$ cat src/itf_consts.vh
// constants for the instruction timing and flag unit
// assumes a word-aligned register port with 8-bit byte addresses
`ifndef ITF_CONSTS_VH
`define ITF_CONSTS_VH

// register byte addresses
`define ITF_REG_CMD   8'h00
`define ITF_REG_OPND  8'h04
`define ITF_REG_ACC   8'h08
`define ITF_REG_STAT  8'h0C
`define ITF_REG_RES   8'h10
`define ITF_REG_TBL   8'h14
`define ITF_REG_CYC   8'h18
`define ITF_REG_PC    8'h1C
`define ITF_REG_CTRL  8'h20

// command word fields
`define ITF_CMD_OP_LSB   0
`define ITF_CMD_BIT_LSB  8
`define ITF_CMD_PCL_BIT  11
`define ITF_CMD_ADDR_LSB 16

// status word bits
`define ITF_ST_BUSY  0
`define ITF_ST_CARRY 1
`define ITF_ST_TO    2
`define ITF_ST_PDF   3
`define ITF_ST_SKIP  4
`define ITF_ST_HALT  5
`define ITF_ST_PRE1  6
`define ITF_ST_PRE2  7
`define ITF_ST_MEMWR 8

// control word bits
`define ITF_CT_WAKE  0
`define ITF_CT_CVAL  1
`define ITF_CT_CLD   2

// reset values
`define ITF_RST_ACC  8'h00
`define ITF_RST_PC   13'h0000

// timing
`define ITF_CLKS_PER_MCYCLE 3'h4
`define ITF_LAST_PAGE       5'h1F

// instruction codes
`define ITF_OP_NOP    6'h00
`define ITF_OP_RR     6'h01
`define ITF_OP_RRA    6'h02
`define ITF_OP_RRC    6'h03
`define ITF_OP_RRCA   6'h04
`define ITF_OP_RL     6'h05
`define ITF_OP_RLA    6'h06
`define ITF_OP_RLC    6'h07
`define ITF_OP_RLCA   6'h08
`define ITF_OP_MOVAM  6'h09
`define ITF_OP_MOVMA  6'h0A
`define ITF_OP_MOVAX  6'h0B
`define ITF_OP_CLRB   6'h0C
`define ITF_OP_SETB   6'h0D
`define ITF_OP_JMP    6'h0E
`define ITF_OP_SZ     6'h0F
`define ITF_OP_SZA    6'h10
`define ITF_OP_SZB    6'h11
`define ITF_OP_SNZB   6'h12
`define ITF_OP_SIZ    6'h13
`define ITF_OP_SDZ    6'h14
`define ITF_OP_SIZA   6'h15
`define ITF_OP_SDZA   6'h16
`define ITF_OP_CALL   6'h17
`define ITF_OP_RET    6'h18
`define ITF_OP_RETAX  6'h19
`define ITF_OP_INTERRUPT_RETURN   6'h1A
`define ITF_OP_TRDC   6'h1B
`define ITF_OP_TRDL   6'h1C
`define ITF_OP_CLRM   6'h1D
`define ITF_OP_SETM   6'h1E
`define ITF_OP_CLRWDT 6'h1F
`define ITF_OP_WDT1   6'h20
`define ITF_OP_WDT2   6'h21
`define ITF_OP_SWAP   6'h22
`define ITF_OP_NIBBLE_EXCHANGE_TO_ACCUMULATOR  6'h23
`define ITF_OP_HALT   6'h24

`endif

$ cat src/itf_core.v
// instruction decode, cycle timing and flag handling for an 8-bit core
// assumes a single-cycle register port; read data one clock after strobe
`timescale 1ns/1ps
`include "itf_consts.vh"

module itf_core
(
  // clock and reset
  input  wire        CLK,
  input  wire        RESETN,
  // register port
  input  wire [7:0]  ADDR,
  input  wire [31:0] WDATA,
  input  wire        WR,
  input  wire        RD,
  output reg  [31:0] RDATA,
  // watchdog side
  input  wire        WDT_TIMEOUT,
  output reg         WDT_CLEAR,
  output reg         PRESCALER_CLEAR,
  output reg         CLK_STOP,
  // program memory side
  output reg  [12:0] TABLE_ADDR
);

  // architectural state
  reg [7:0]  working_accumulator;
  reg [7:0]  operand;
  reg [7:0]  result;
  reg [15:0] rom_word;
  reg [7:0]  table_high_latch;
  reg [12:0] pc;
  reg [12:0] ret_addr;
  reg        carry;
  reg        watchdog_timeout_flag;
  reg        powerdown_flag;
  reg        pre1_seen;
  reg        pre2_seen;
  reg        skip_taken;
  reg        mem_written;
  reg [3:0]  clk_count;

  // command fields held for command register readback
  reg [5:0]  op;
  reg [2:0]  bit_idx;
  reg        pcl_target;
  reg [12:0] jump_addr;

  wire       busy;
  wire       start;
  wire       cmd_wr;
  wire [5:0] w_op;
  wire [2:0] w_bit;
  wire       w_pcl;
  wire [7:0] bit_mask;

  assign cmd_wr = WR && (ADDR == `ITF_REG_CMD);
  assign w_op   = WDATA[`ITF_CMD_OP_LSB +: 6];
  assign w_bit  = WDATA[`ITF_CMD_BIT_LSB +: 3];
  assign w_pcl  = WDATA[`ITF_CMD_PCL_BIT];
  // commands arriving while busy or clock-stopped are dropped
  assign start  = cmd_wr && !busy && !CLK_STOP;

  // one-hot bit selector for bit ops and bit tests, positions 0..7
  genvar gi;
  generate
    for (gi = 0; gi < 8; gi = gi + 1)
    begin : g_mask
      assign bit_mask[gi] = (w_bit == gi);
    end
  endgenerate

  // two-cycle base group: jumps, calls, returns, table reads
  function is_two_cycle;
    input [5:0] o;
    begin
      case (o)
        `ITF_OP_JMP, `ITF_OP_CALL, `ITF_OP_RET,
        `ITF_OP_RETAX, `ITF_OP_INTERRUPT_RETURN,
        `ITF_OP_TRDC, `ITF_OP_TRDL: is_two_cycle = 1'b1;
        default: is_two_cycle = 1'b0;
      endcase
    end
  endfunction

  // instructions whose result goes back to data memory
  function writes_mem;
    input [5:0] o;
    begin
      case (o)
        `ITF_OP_RR, `ITF_OP_RRC, `ITF_OP_RL, `ITF_OP_RLC,
        `ITF_OP_MOVMA, `ITF_OP_CLRB, `ITF_OP_SETB,
        `ITF_OP_SIZ, `ITF_OP_SDZ, `ITF_OP_TRDC, `ITF_OP_TRDL,
        `ITF_OP_CLRM, `ITF_OP_SETM, `ITF_OP_SWAP: writes_mem = 1'b1;
        default: writes_mem = 1'b0;
      endcase
    end
  endfunction

  // decoded effects of the incoming command
  reg [7:0] next_res;
  reg [7:0] next_acc;
  reg       wr_acc;
  reg       next_carry;
  reg       next_skip;
  reg [7:0] inc_m;
  reg [7:0] dec_m;
  reg [1:0] next_mcyc;
  reg       pcl_pen;

  always @*
  begin
    inc_m      = operand + 8'h01;
    dec_m      = operand - 8'h01;
    next_res   = operand;
    next_acc   = working_accumulator;
    wr_acc     = 1'b0;
    next_carry = carry;
    next_skip  = 1'b0;
    case (w_op)
      // plain rotates leave carry alone
      `ITF_OP_RR:   next_res = {operand[0], operand[7:1]};
      `ITF_OP_RL:   next_res = {operand[6:0], operand[7]};
      `ITF_OP_RRA:
      begin
        next_acc = {operand[0], operand[7:1]};
        wr_acc   = 1'b1;
      end
      `ITF_OP_RLA:
      begin
        next_acc = {operand[6:0], operand[7]};
        wr_acc   = 1'b1;
      end
      // through-carry rotates shift the carry in and the dropped bit out to the carry
      `ITF_OP_RRC:
      begin
        next_res   = {carry, operand[7:1]};
        next_carry = operand[0];
      end
      `ITF_OP_RRCA:
      begin
        next_acc   = {carry, operand[7:1]};
        wr_acc     = 1'b1;
        next_carry = operand[0];
      end
      `ITF_OP_RLC:
      begin
        next_res   = {operand[6:0], carry};
        next_carry = operand[7];
      end
      `ITF_OP_RLCA:
      begin
        next_acc   = {operand[6:0], carry};
        wr_acc     = 1'b1;
        next_carry = operand[7];
      end
      // data moves; the operand doubles as immediate data
      `ITF_OP_MOVAM, `ITF_OP_MOVAX:
      begin
        next_acc = operand;
        wr_acc   = 1'b1;
      end
      `ITF_OP_MOVMA: next_res = working_accumulator;
      `ITF_OP_CLRB:  next_res = operand & ~bit_mask;
      `ITF_OP_SETB:  next_res = operand | bit_mask;
      // skips
      `ITF_OP_SZ:   next_skip = (operand == 8'h00);
      `ITF_OP_SZA:
      begin
        next_acc  = operand;
        wr_acc    = 1'b1;
        next_skip = (operand == 8'h00);
      end
      `ITF_OP_SZB:  next_skip = ((operand & bit_mask) == 8'h00);
      `ITF_OP_SNZB: next_skip = ((operand & bit_mask) != 8'h00);
      `ITF_OP_SIZ:
      begin
        next_res  = inc_m;
        next_skip = (inc_m == 8'h00);
      end
      `ITF_OP_SDZ:
      begin
        next_res  = dec_m;
        next_skip = (dec_m == 8'h00);
      end
      `ITF_OP_SIZA:
      begin
        next_acc  = inc_m;
        wr_acc    = 1'b1;
        next_skip = (inc_m == 8'h00);
      end
      `ITF_OP_SDZA:
      begin
        next_acc  = dec_m;
        wr_acc    = 1'b1;
        next_skip = (dec_m == 8'h00);
      end
      `ITF_OP_RETAX:
      begin
        next_acc = operand;
        wr_acc   = 1'b1;
      end
      // table reads: low byte to memory
      `ITF_OP_TRDC, `ITF_OP_TRDL: next_res = rom_word[7:0];
      `ITF_OP_CLRM: next_res = 8'h00;
      `ITF_OP_SETM: next_res = 8'hFF;
      `ITF_OP_SWAP: next_res = {operand[3:0], operand[7:4]};
      `ITF_OP_NIBBLE_EXCHANGE_TO_ACCUMULATOR:
      begin
        next_acc = {operand[3:0], operand[7:4]};
        wr_acc   = 1'b1;
      end
      default: next_res = operand;
    endcase
    // extra machine cycles stack: pc low load, then taken skip
    pcl_pen   = w_pcl && writes_mem(w_op);
    next_mcyc = (is_two_cycle(w_op) ? 2'd2 : 2'd1)
                + {1'b0, pcl_pen}
                + {1'b0, next_skip};
  end

  // machine-cycle timer; busy covers the whole stretched instruction
  itf_cycle_timer u_timer
  (
    .CLK     (CLK),
    .RESETN  (RESETN),
    .START   (start),
    .MCYCLES (next_mcyc),
    .BUSY    (busy),
    .DONE    ()
  );

  // program counter and return address
  always @(posedge CLK)
  begin
    if (!RESETN)
    begin
      pc       <= `ITF_RST_PC;
      ret_addr <= `ITF_RST_PC;
    end
    else if (start)
    begin
      case (w_op)
        `ITF_OP_JMP: pc <= WDATA[`ITF_CMD_ADDR_LSB +: 13];
        `ITF_OP_CALL:
        begin
          ret_addr <= pc + 13'h0001;
          pc       <= WDATA[`ITF_CMD_ADDR_LSB +: 13];
        end
        `ITF_OP_RET, `ITF_OP_RETAX, `ITF_OP_INTERRUPT_RETURN: pc <= ret_addr;
        default:
          if (pcl_pen)
            pc <= {pc[12:8], next_res};
          else if (next_skip)
            pc <= pc + 13'h0002;
          else
            pc <= pc + 13'h0001;
      endcase
    end
    else if (WR && ADDR == `ITF_REG_PC)
      pc <= WDATA[12:0];
  end

  // data path registers and result capture
  always @(posedge CLK)
  begin
    if (!RESETN)
    begin
      working_accumulator <= `ITF_RST_ACC;
      operand             <= 8'h00;
      result              <= 8'h00;
      rom_word            <= 16'h0000;
      table_high_latch    <= 8'h00;
      TABLE_ADDR          <= 13'h0000;
      op                  <= `ITF_OP_NOP;
      bit_idx             <= 3'h0;
      pcl_target          <= 1'b0;
      jump_addr           <= 13'h0000;
      skip_taken          <= 1'b0;
      mem_written         <= 1'b0;
      clk_count           <= 4'h0;
    end
    else if (start)
    begin
      op          <= w_op;
      bit_idx     <= w_bit;
      pcl_target  <= w_pcl;
      jump_addr   <= WDATA[`ITF_CMD_ADDR_LSB +: 13];
      result      <= next_res;
      mem_written <= writes_mem(w_op);
      skip_taken  <= next_skip;
      clk_count   <= {next_mcyc, 2'b00};
      if (wr_acc)
        working_accumulator <= next_acc;
      // current page from pc, last page fixed at the top
      if (w_op == `ITF_OP_TRDC)
      begin
        TABLE_ADDR       <= {pc[12:8], working_accumulator};
        table_high_latch <= rom_word[15:8];
      end
      if (w_op == `ITF_OP_TRDL)
      begin
        TABLE_ADDR       <= {`ITF_LAST_PAGE, working_accumulator};
        table_high_latch <= rom_word[15:8];
      end
    end
    else if (WR)
    begin
      if (ADDR == `ITF_REG_OPND)
        operand <= WDATA[7:0];
      if (ADDR == `ITF_REG_ACC)
        working_accumulator <= WDATA[7:0];
      if (ADDR == `ITF_REG_TBL)
        rom_word <= WDATA[15:0];
    end
  end

  // carry: only through-carry rotates or software touch it
  always @(posedge CLK)
  begin
    if (!RESETN)
      carry <= 1'b0;
    else if (start)
      carry <= next_carry;
    else if (WR && ADDR == `ITF_REG_CTRL && WDATA[`ITF_CT_CLD])
      carry <= WDATA[`ITF_CT_CVAL];
  end

  // watchdog flags; a timeout in the same cycle as a clear still sets
  reg next_to;
  reg next_pdf;
  reg next_pre1;
  reg next_pre2;
  reg next_wclr;

  always @*
  begin
    next_to   = watchdog_timeout_flag;
    next_pdf  = powerdown_flag;
    next_pre1 = pre1_seen;
    next_pre2 = pre2_seen;
    next_wclr = 1'b0;
    if (start)
    begin
      case (w_op)
        `ITF_OP_CLRWDT:
        begin
          next_to   = 1'b0;
          next_pdf  = 1'b0;
          next_wclr = 1'b1;
        end
        `ITF_OP_WDT1:
          if (pre2_seen)
          begin
            next_to   = 1'b0;
            next_pdf  = 1'b0;
            next_pre2 = 1'b0;
            next_wclr = 1'b1;
          end
          else
            next_pre1 = 1'b1;
        `ITF_OP_WDT2:
          if (pre1_seen)
          begin
            next_to   = 1'b0;
            next_pdf  = 1'b0;
            next_pre1 = 1'b0;
            next_wclr = 1'b1;
          end
          else
            next_pre2 = 1'b1;
        `ITF_OP_HALT:
        begin
          next_to   = 1'b0;
          next_pdf  = 1'b1;
          next_wclr = 1'b1;
        end
        default: next_wclr = 1'b0;
      endcase
    end
    if (WDT_TIMEOUT)
      next_to = 1'b1;
  end

  // flag registers and watchdog strobes
  always @(posedge CLK)
  begin
    if (!RESETN)
    begin
      watchdog_timeout_flag <= 1'b0;
      powerdown_flag        <= 1'b0;
      pre1_seen             <= 1'b0;
      pre2_seen             <= 1'b0;
      WDT_CLEAR             <= 1'b0;
      PRESCALER_CLEAR       <= 1'b0;
      CLK_STOP              <= 1'b0;
    end
    else
    begin
      watchdog_timeout_flag <= next_to;
      powerdown_flag        <= next_pdf;
      pre1_seen             <= next_pre1;
      pre2_seen             <= next_pre2;
      WDT_CLEAR             <= next_wclr;
      PRESCALER_CLEAR       <= start && (w_op == `ITF_OP_HALT);
      // commands are refused while stopped; register-port writes still land
      if (start && w_op == `ITF_OP_HALT)
        CLK_STOP <= 1'b1;
      else if (WR && ADDR == `ITF_REG_CTRL && WDATA[`ITF_CT_WAKE])
        CLK_STOP <= 1'b0;
    end
  end

  // status word assembly
  wire [31:0] stat_word;
  assign stat_word = {23'h0, mem_written, pre2_seen, pre1_seen, CLK_STOP,
                      skip_taken, powerdown_flag, watchdog_timeout_flag,
                      carry, busy};

  // read port: captured at the strobe, stands one cycle, zero otherwise
  // unmapped addresses read as zero
  always @(posedge CLK)
  begin
    if (!RESETN)
      RDATA <= 32'h0;
    else if (RD)
    begin
      case (ADDR)
        `ITF_REG_CMD:
          RDATA <= {3'h0, jump_addr, 4'h0, pcl_target, bit_idx, 2'h0, op};
        `ITF_REG_OPND: RDATA <= {24'h0, operand};
        `ITF_REG_ACC:  RDATA <= {24'h0, working_accumulator};
        `ITF_REG_STAT: RDATA <= stat_word;
        `ITF_REG_RES:  RDATA <= {24'h0, result};
        `ITF_REG_TBL:  RDATA <= {24'h0, table_high_latch};
        `ITF_REG_CYC:  RDATA <= {28'h0, clk_count};
        `ITF_REG_PC:   RDATA <= {19'h0, pc};
        default:       RDATA <= 32'h0;
      endcase
    end
    else
      RDATA <= 32'h0;
  end

endmodule

$ cat src/itf_cycle_timer.v
// machine-cycle timer: holds busy for a count of machine cycles
// assumes start is a one-cycle pulse from logic on the same clock
`timescale 1ns/1ps
`include "itf_consts.vh"

module itf_cycle_timer
(
  // clock and reset
  input  wire       CLK,
  input  wire       RESETN,
  // request
  input  wire       START,
  input  wire [1:0] MCYCLES,
  // state
  output wire       BUSY,
  output reg        DONE
);

  reg [3:0] remain;

  // load machine cycles times four, then count system clocks down
  always @(posedge CLK)
  begin
    if (!RESETN)
    begin
      remain <= 4'h0;
      DONE   <= 1'b0;
    end
    else if (START)
    begin
      remain <= {MCYCLES, 2'b00};
      DONE   <= 1'b0;
    end
    else if (remain != 4'h0)
    begin
      remain <= remain - 4'h1;
      DONE   <= (remain == 4'h1);
    end
    else
      DONE <= 1'b0;
  end

  assign BUSY = (remain != 4'h0);

endmodule

$ cat config.mk
export PLATFORM = sky130hd
export DESIGN_NAME = itf_core
export DESIGN_NICKNAME = d
export VERILOG_FILES = /design/src/itf_core.v /design/src/itf_cycle_timer.v
export VERILOG_INCLUDE_DIRS = /design/src /design/src/src
export SDC_FILE = /design/constraint.sdc
export NUM_CORES = 1
export LEC_CHECK = 0
export BUFFER_PORTS_ARGS = -buffer_cell sky130_fd_sc_hd__buf_2
export CAP_MARGIN = 20
export CORE_ASPECT_RATIO = 2
export CORE_UTILIZATION = 40
export CTS_CLUSTER_DIAMETER = 150
export DETAILED_ROUTE_END_ITERATION = 10
export GPL_ROUTABILITY_DRIVEN = 1
export PLACE_DENSITY = 0.68
export SYNTH_ARGS = -nofsm -noshare
export SYNTH_HDL_FRONTEND = slang
export SYNTH_HIERARCHICAL = 1
export SYNTH_SLANG_ARGS = --single-unit
export TNS_END_PERCENT = 1
$ cat constraint.sdc
create_clock -name CLK -period 6.66 [get_ports CLK]
set_input_delay 0.666 -clock CLK [delete_from_list [all_inputs] [get_ports CLK]]
set_output_delay 0.666 -clock CLK [all_outputs]
set_load 0.02 [all_outputs]
==> qor.json <==
{
  "run_status": "completed",
  "netlist_area_um2": 8810,
  "timing_worst_setup_path_type": "reg -> reg",
  "drt-vias-per-instance": 6.22,
  "critical_path.endpoint_type": "flip-flop",
  "overflow": 0,
  "start_util_pct": 40.8,
  "routed_wirelength_normalized_by_instance_count_um": 23.6,
  "fp.dieArea_um2": 22700,
  "rsz0062_at_grt": "no",
  "worst_skew_pair.late_latency_ps": 440,
  "cap_violations": 0,
  "area_growth_pct": 12.2,
  "hp-class": "in -> reg",
  "grt_first_pass_wirelength_mm": 51.0,
  "power.density_nw_per_um2": 217,
  "postRouteWirelength_mm": 34.0,
  "final.setup.tns_ps": 0,
  "final_hold_viol_count": 0,
  "top_layer_used": "met4",
  "finalMaxSlewViolations": 0,
  "setup_viol_count_final": 0,
  "cp_data_required_time_ps": 6990,
  "dr_vias": 8951,
  "vias_in_the_first_global_route": 8392,
  "cts-hold-fix-buffers": 0,
  "drive_gt1_share_pct": 13.5,
  "finalCriticalPeriod_ps": 4410,
  "worst_clock_skew_ps": 10.7,
  "cts_inserted_buffers": 17,
  "dieWidth_um": 107,
  "whs_ps": 443,
  "r2r_setup_slack_ps": 2250,
  "ctsResizeCount": 0,
  "max-vdd-ir-drop_uv": 240,
  "cts.sinks": 152,
  "dp_hpwl_mm": 24.9,
  "cts_post_setup_buffers_inserted": 0,
  "arrival_ps": 4740,
  "rows": 76,
  "layout_worst_path_cycle_share_pct": 66.3,
  "cts_buffer_depth": 2,
  "slew_headroom_pct": 35.1,
  "cts_tree": "done",
  "root_buffer": "sky130_fd_sc_hd__clkbuf_16",
  "dr.first_iter.drc_count": 840,
  "route.met3.wl_mm": 1.94,
  "synthesis.instances": 1134,
  "maximum_number_of_pins_on_one_net_before_global_route_repair": 85,
  "timing.critical_path.fanout_max": 18,
  "fmax_mhz": 227,
  "design.core.area_um2": 21600,
  "detail_route.first_pass.iterations": 7,
  "drt.antenna.violating_nets": 0,
  "chipHeight_um": 212,
  "clkTransAtPathRegs_ps": 70,
  "io-pin-count": 93,
  "place_congestion": 1.02,
  "drt_drc_violations_left": 0,
  "synth.avg_cell_area_um2": 7.77,
  "sum_of_routed_wire_segments_on_met1_mm": 11.5,
  "total_leakage_power_uw": 0.00354,
  "fillerInstances": 2187,
  "layout.nets": 1204,
  "worst_slew_pin_slew_ps": 966,
  "ys_warn_count": 6,
  "wl_met2_mm": 17.3,
  "grt_util_all_layers_pct": 30.7,
  "count_of_buffers_from_port_buffering": 83,
  "number_of_h_tree_branching_levels": 4,
  "grt_antenna_before_repair": 0,
  "critPathLaunchType": "flip-flop"
}
[routing by layer]
| layer | GRT usage, % | up-vias |
|---|---|---|
| li1 | - | 4117 |
| met1 | 30.6 | 4220 |
| met2 | 54.2 | 461 |
| met3 | 4.25 | 153 |
| met4 | 27.8 | 0 |
| met5 | 0 | - |
[worst max-delay path: stages, from the launching register on]
cell,delay (ps)
sky130_fd_sc_hd__dfxtp_1,860
sky130_fd_sc_hd__ha_1,420
sky130_fd_sc_hd__nand3_1,190
sky130_fd_sc_hd__nor2_1,170
sky130_fd_sc_hd__xnor2_1,170
sky130_fd_sc_hd__nor4bb_1,810
sky130_fd_sc_hd__or2_1,470
sky130_fd_sc_hd__mux2i_1,700
sky130_fd_sc_hd__a21oi_1,160
sky130_fd_sc_hd__a311o_1,340
[per-stage QoR]
step           cell area (um2)  setup WS, ps  instances  total power, uW  utilization (%)
3_3_place_gp              9270          2360       1405             1150             43.0
2_1_floorplan             8830          3550       1139             1090                -
6_report                  9880          2250       1438             2140             45.8
5_1_grt                   9880          2160       1437             2200             45.8
3_5_place_dp              9270          2310       1405             1150             43.0
4_1_cts                   9880          2390       1437             2150             45.8
[layout make-up]
class / count / area [um2] / share of cell area [%]
Multi-Input combinational cell: 863 / 5280 / 53.4
Sequential cell: 152 / 3040 / 30.8
Timing Repair Buffer: 100 / 546 / 5.52
Clock buffer: 19 / 453 / 4.58
Tap cell: 273 / 342 / 3.46
Clock inverter: 13 / 158 / 1.59
Inverter: 17 / 63.8 / 0.646
Antenna cell: 1 / 2.50 / 0.0253
[flip-flops by register name, summed over array words and instances, names as in the netlist, 2 cells and up]
name and cells:
TABLE_ADDR 13, result 8, op 6, jump_addr 13, pc 13, ret_addr 13
RDATA 26, bit_idx 3, table_high_latch 8, operand 8, working_accumulator 8, clk_count 2
rom_word 16, u_timer/remain 4
[where the power goes]
group / internal (uW) / switching, uW / total (uW)
logic: 72.8 / 131 / 204
registers: 919 / 11.0 / 930
clock network: 582 / 426 / 1010
[cell usage in the layout (no fill, tap or decap), types with 13 or more instances in the layout]
| cell | n |
|---|---|
| sky130_fd_sc_hd__a21boi_0 | 83 |
| sky130_fd_sc_hd__inv_1 | 16 |
| sky130_fd_sc_hd__nand3_1 | 22 |
| sky130_fd_sc_hd__nand2_1 | 206 |
| sky130_fd_sc_hd__a21oi_1 | 47 |
| sky130_fd_sc_hd__and2_1 | 24 |
| sky130_fd_sc_hd__buf_4 | 18 |
| sky130_fd_sc_hd__xnor2_1 | 20 |
| sky130_fd_sc_hd__a22oi_1 | 21 |
| sky130_fd_sc_hd__nor3_1 | 36 |
| sky130_fd_sc_hd__or3_1 | 13 |
| sky130_fd_sc_hd__nor2_1 | 73 |
| sky130_fd_sc_hd__a221oi_1 | 26 |
| sky130_fd_sc_hd__o21ai_0 | 43 |
| sky130_fd_sc_hd__mux2i_1 | 16 |
| sky130_fd_sc_hd__a222oi_1 | 17 |
| sky130_fd_sc_hd__buf_2 | 82 |
| sky130_fd_sc_hd__dfxtp_1 | 152 |
| sky130_fd_sc_hd__clkbuf_16 | 17 |
| sky130_fd_sc_hd__nor2b_1 | 18 |
[path summary, 6_finish.rpt]
kind	from	endpoint	depth (start not counted)
worst max-delay path	operand[1]	pc[8]	9
worst min-delay path	WDT_TIMEOUT	watchdog_timeout_flag	2
worst max register to register	operand[1]	pc[8]	9
worst min register to register	jump_addr[8]	RDATA[24]	1
(Power assumes the default switching activity.)
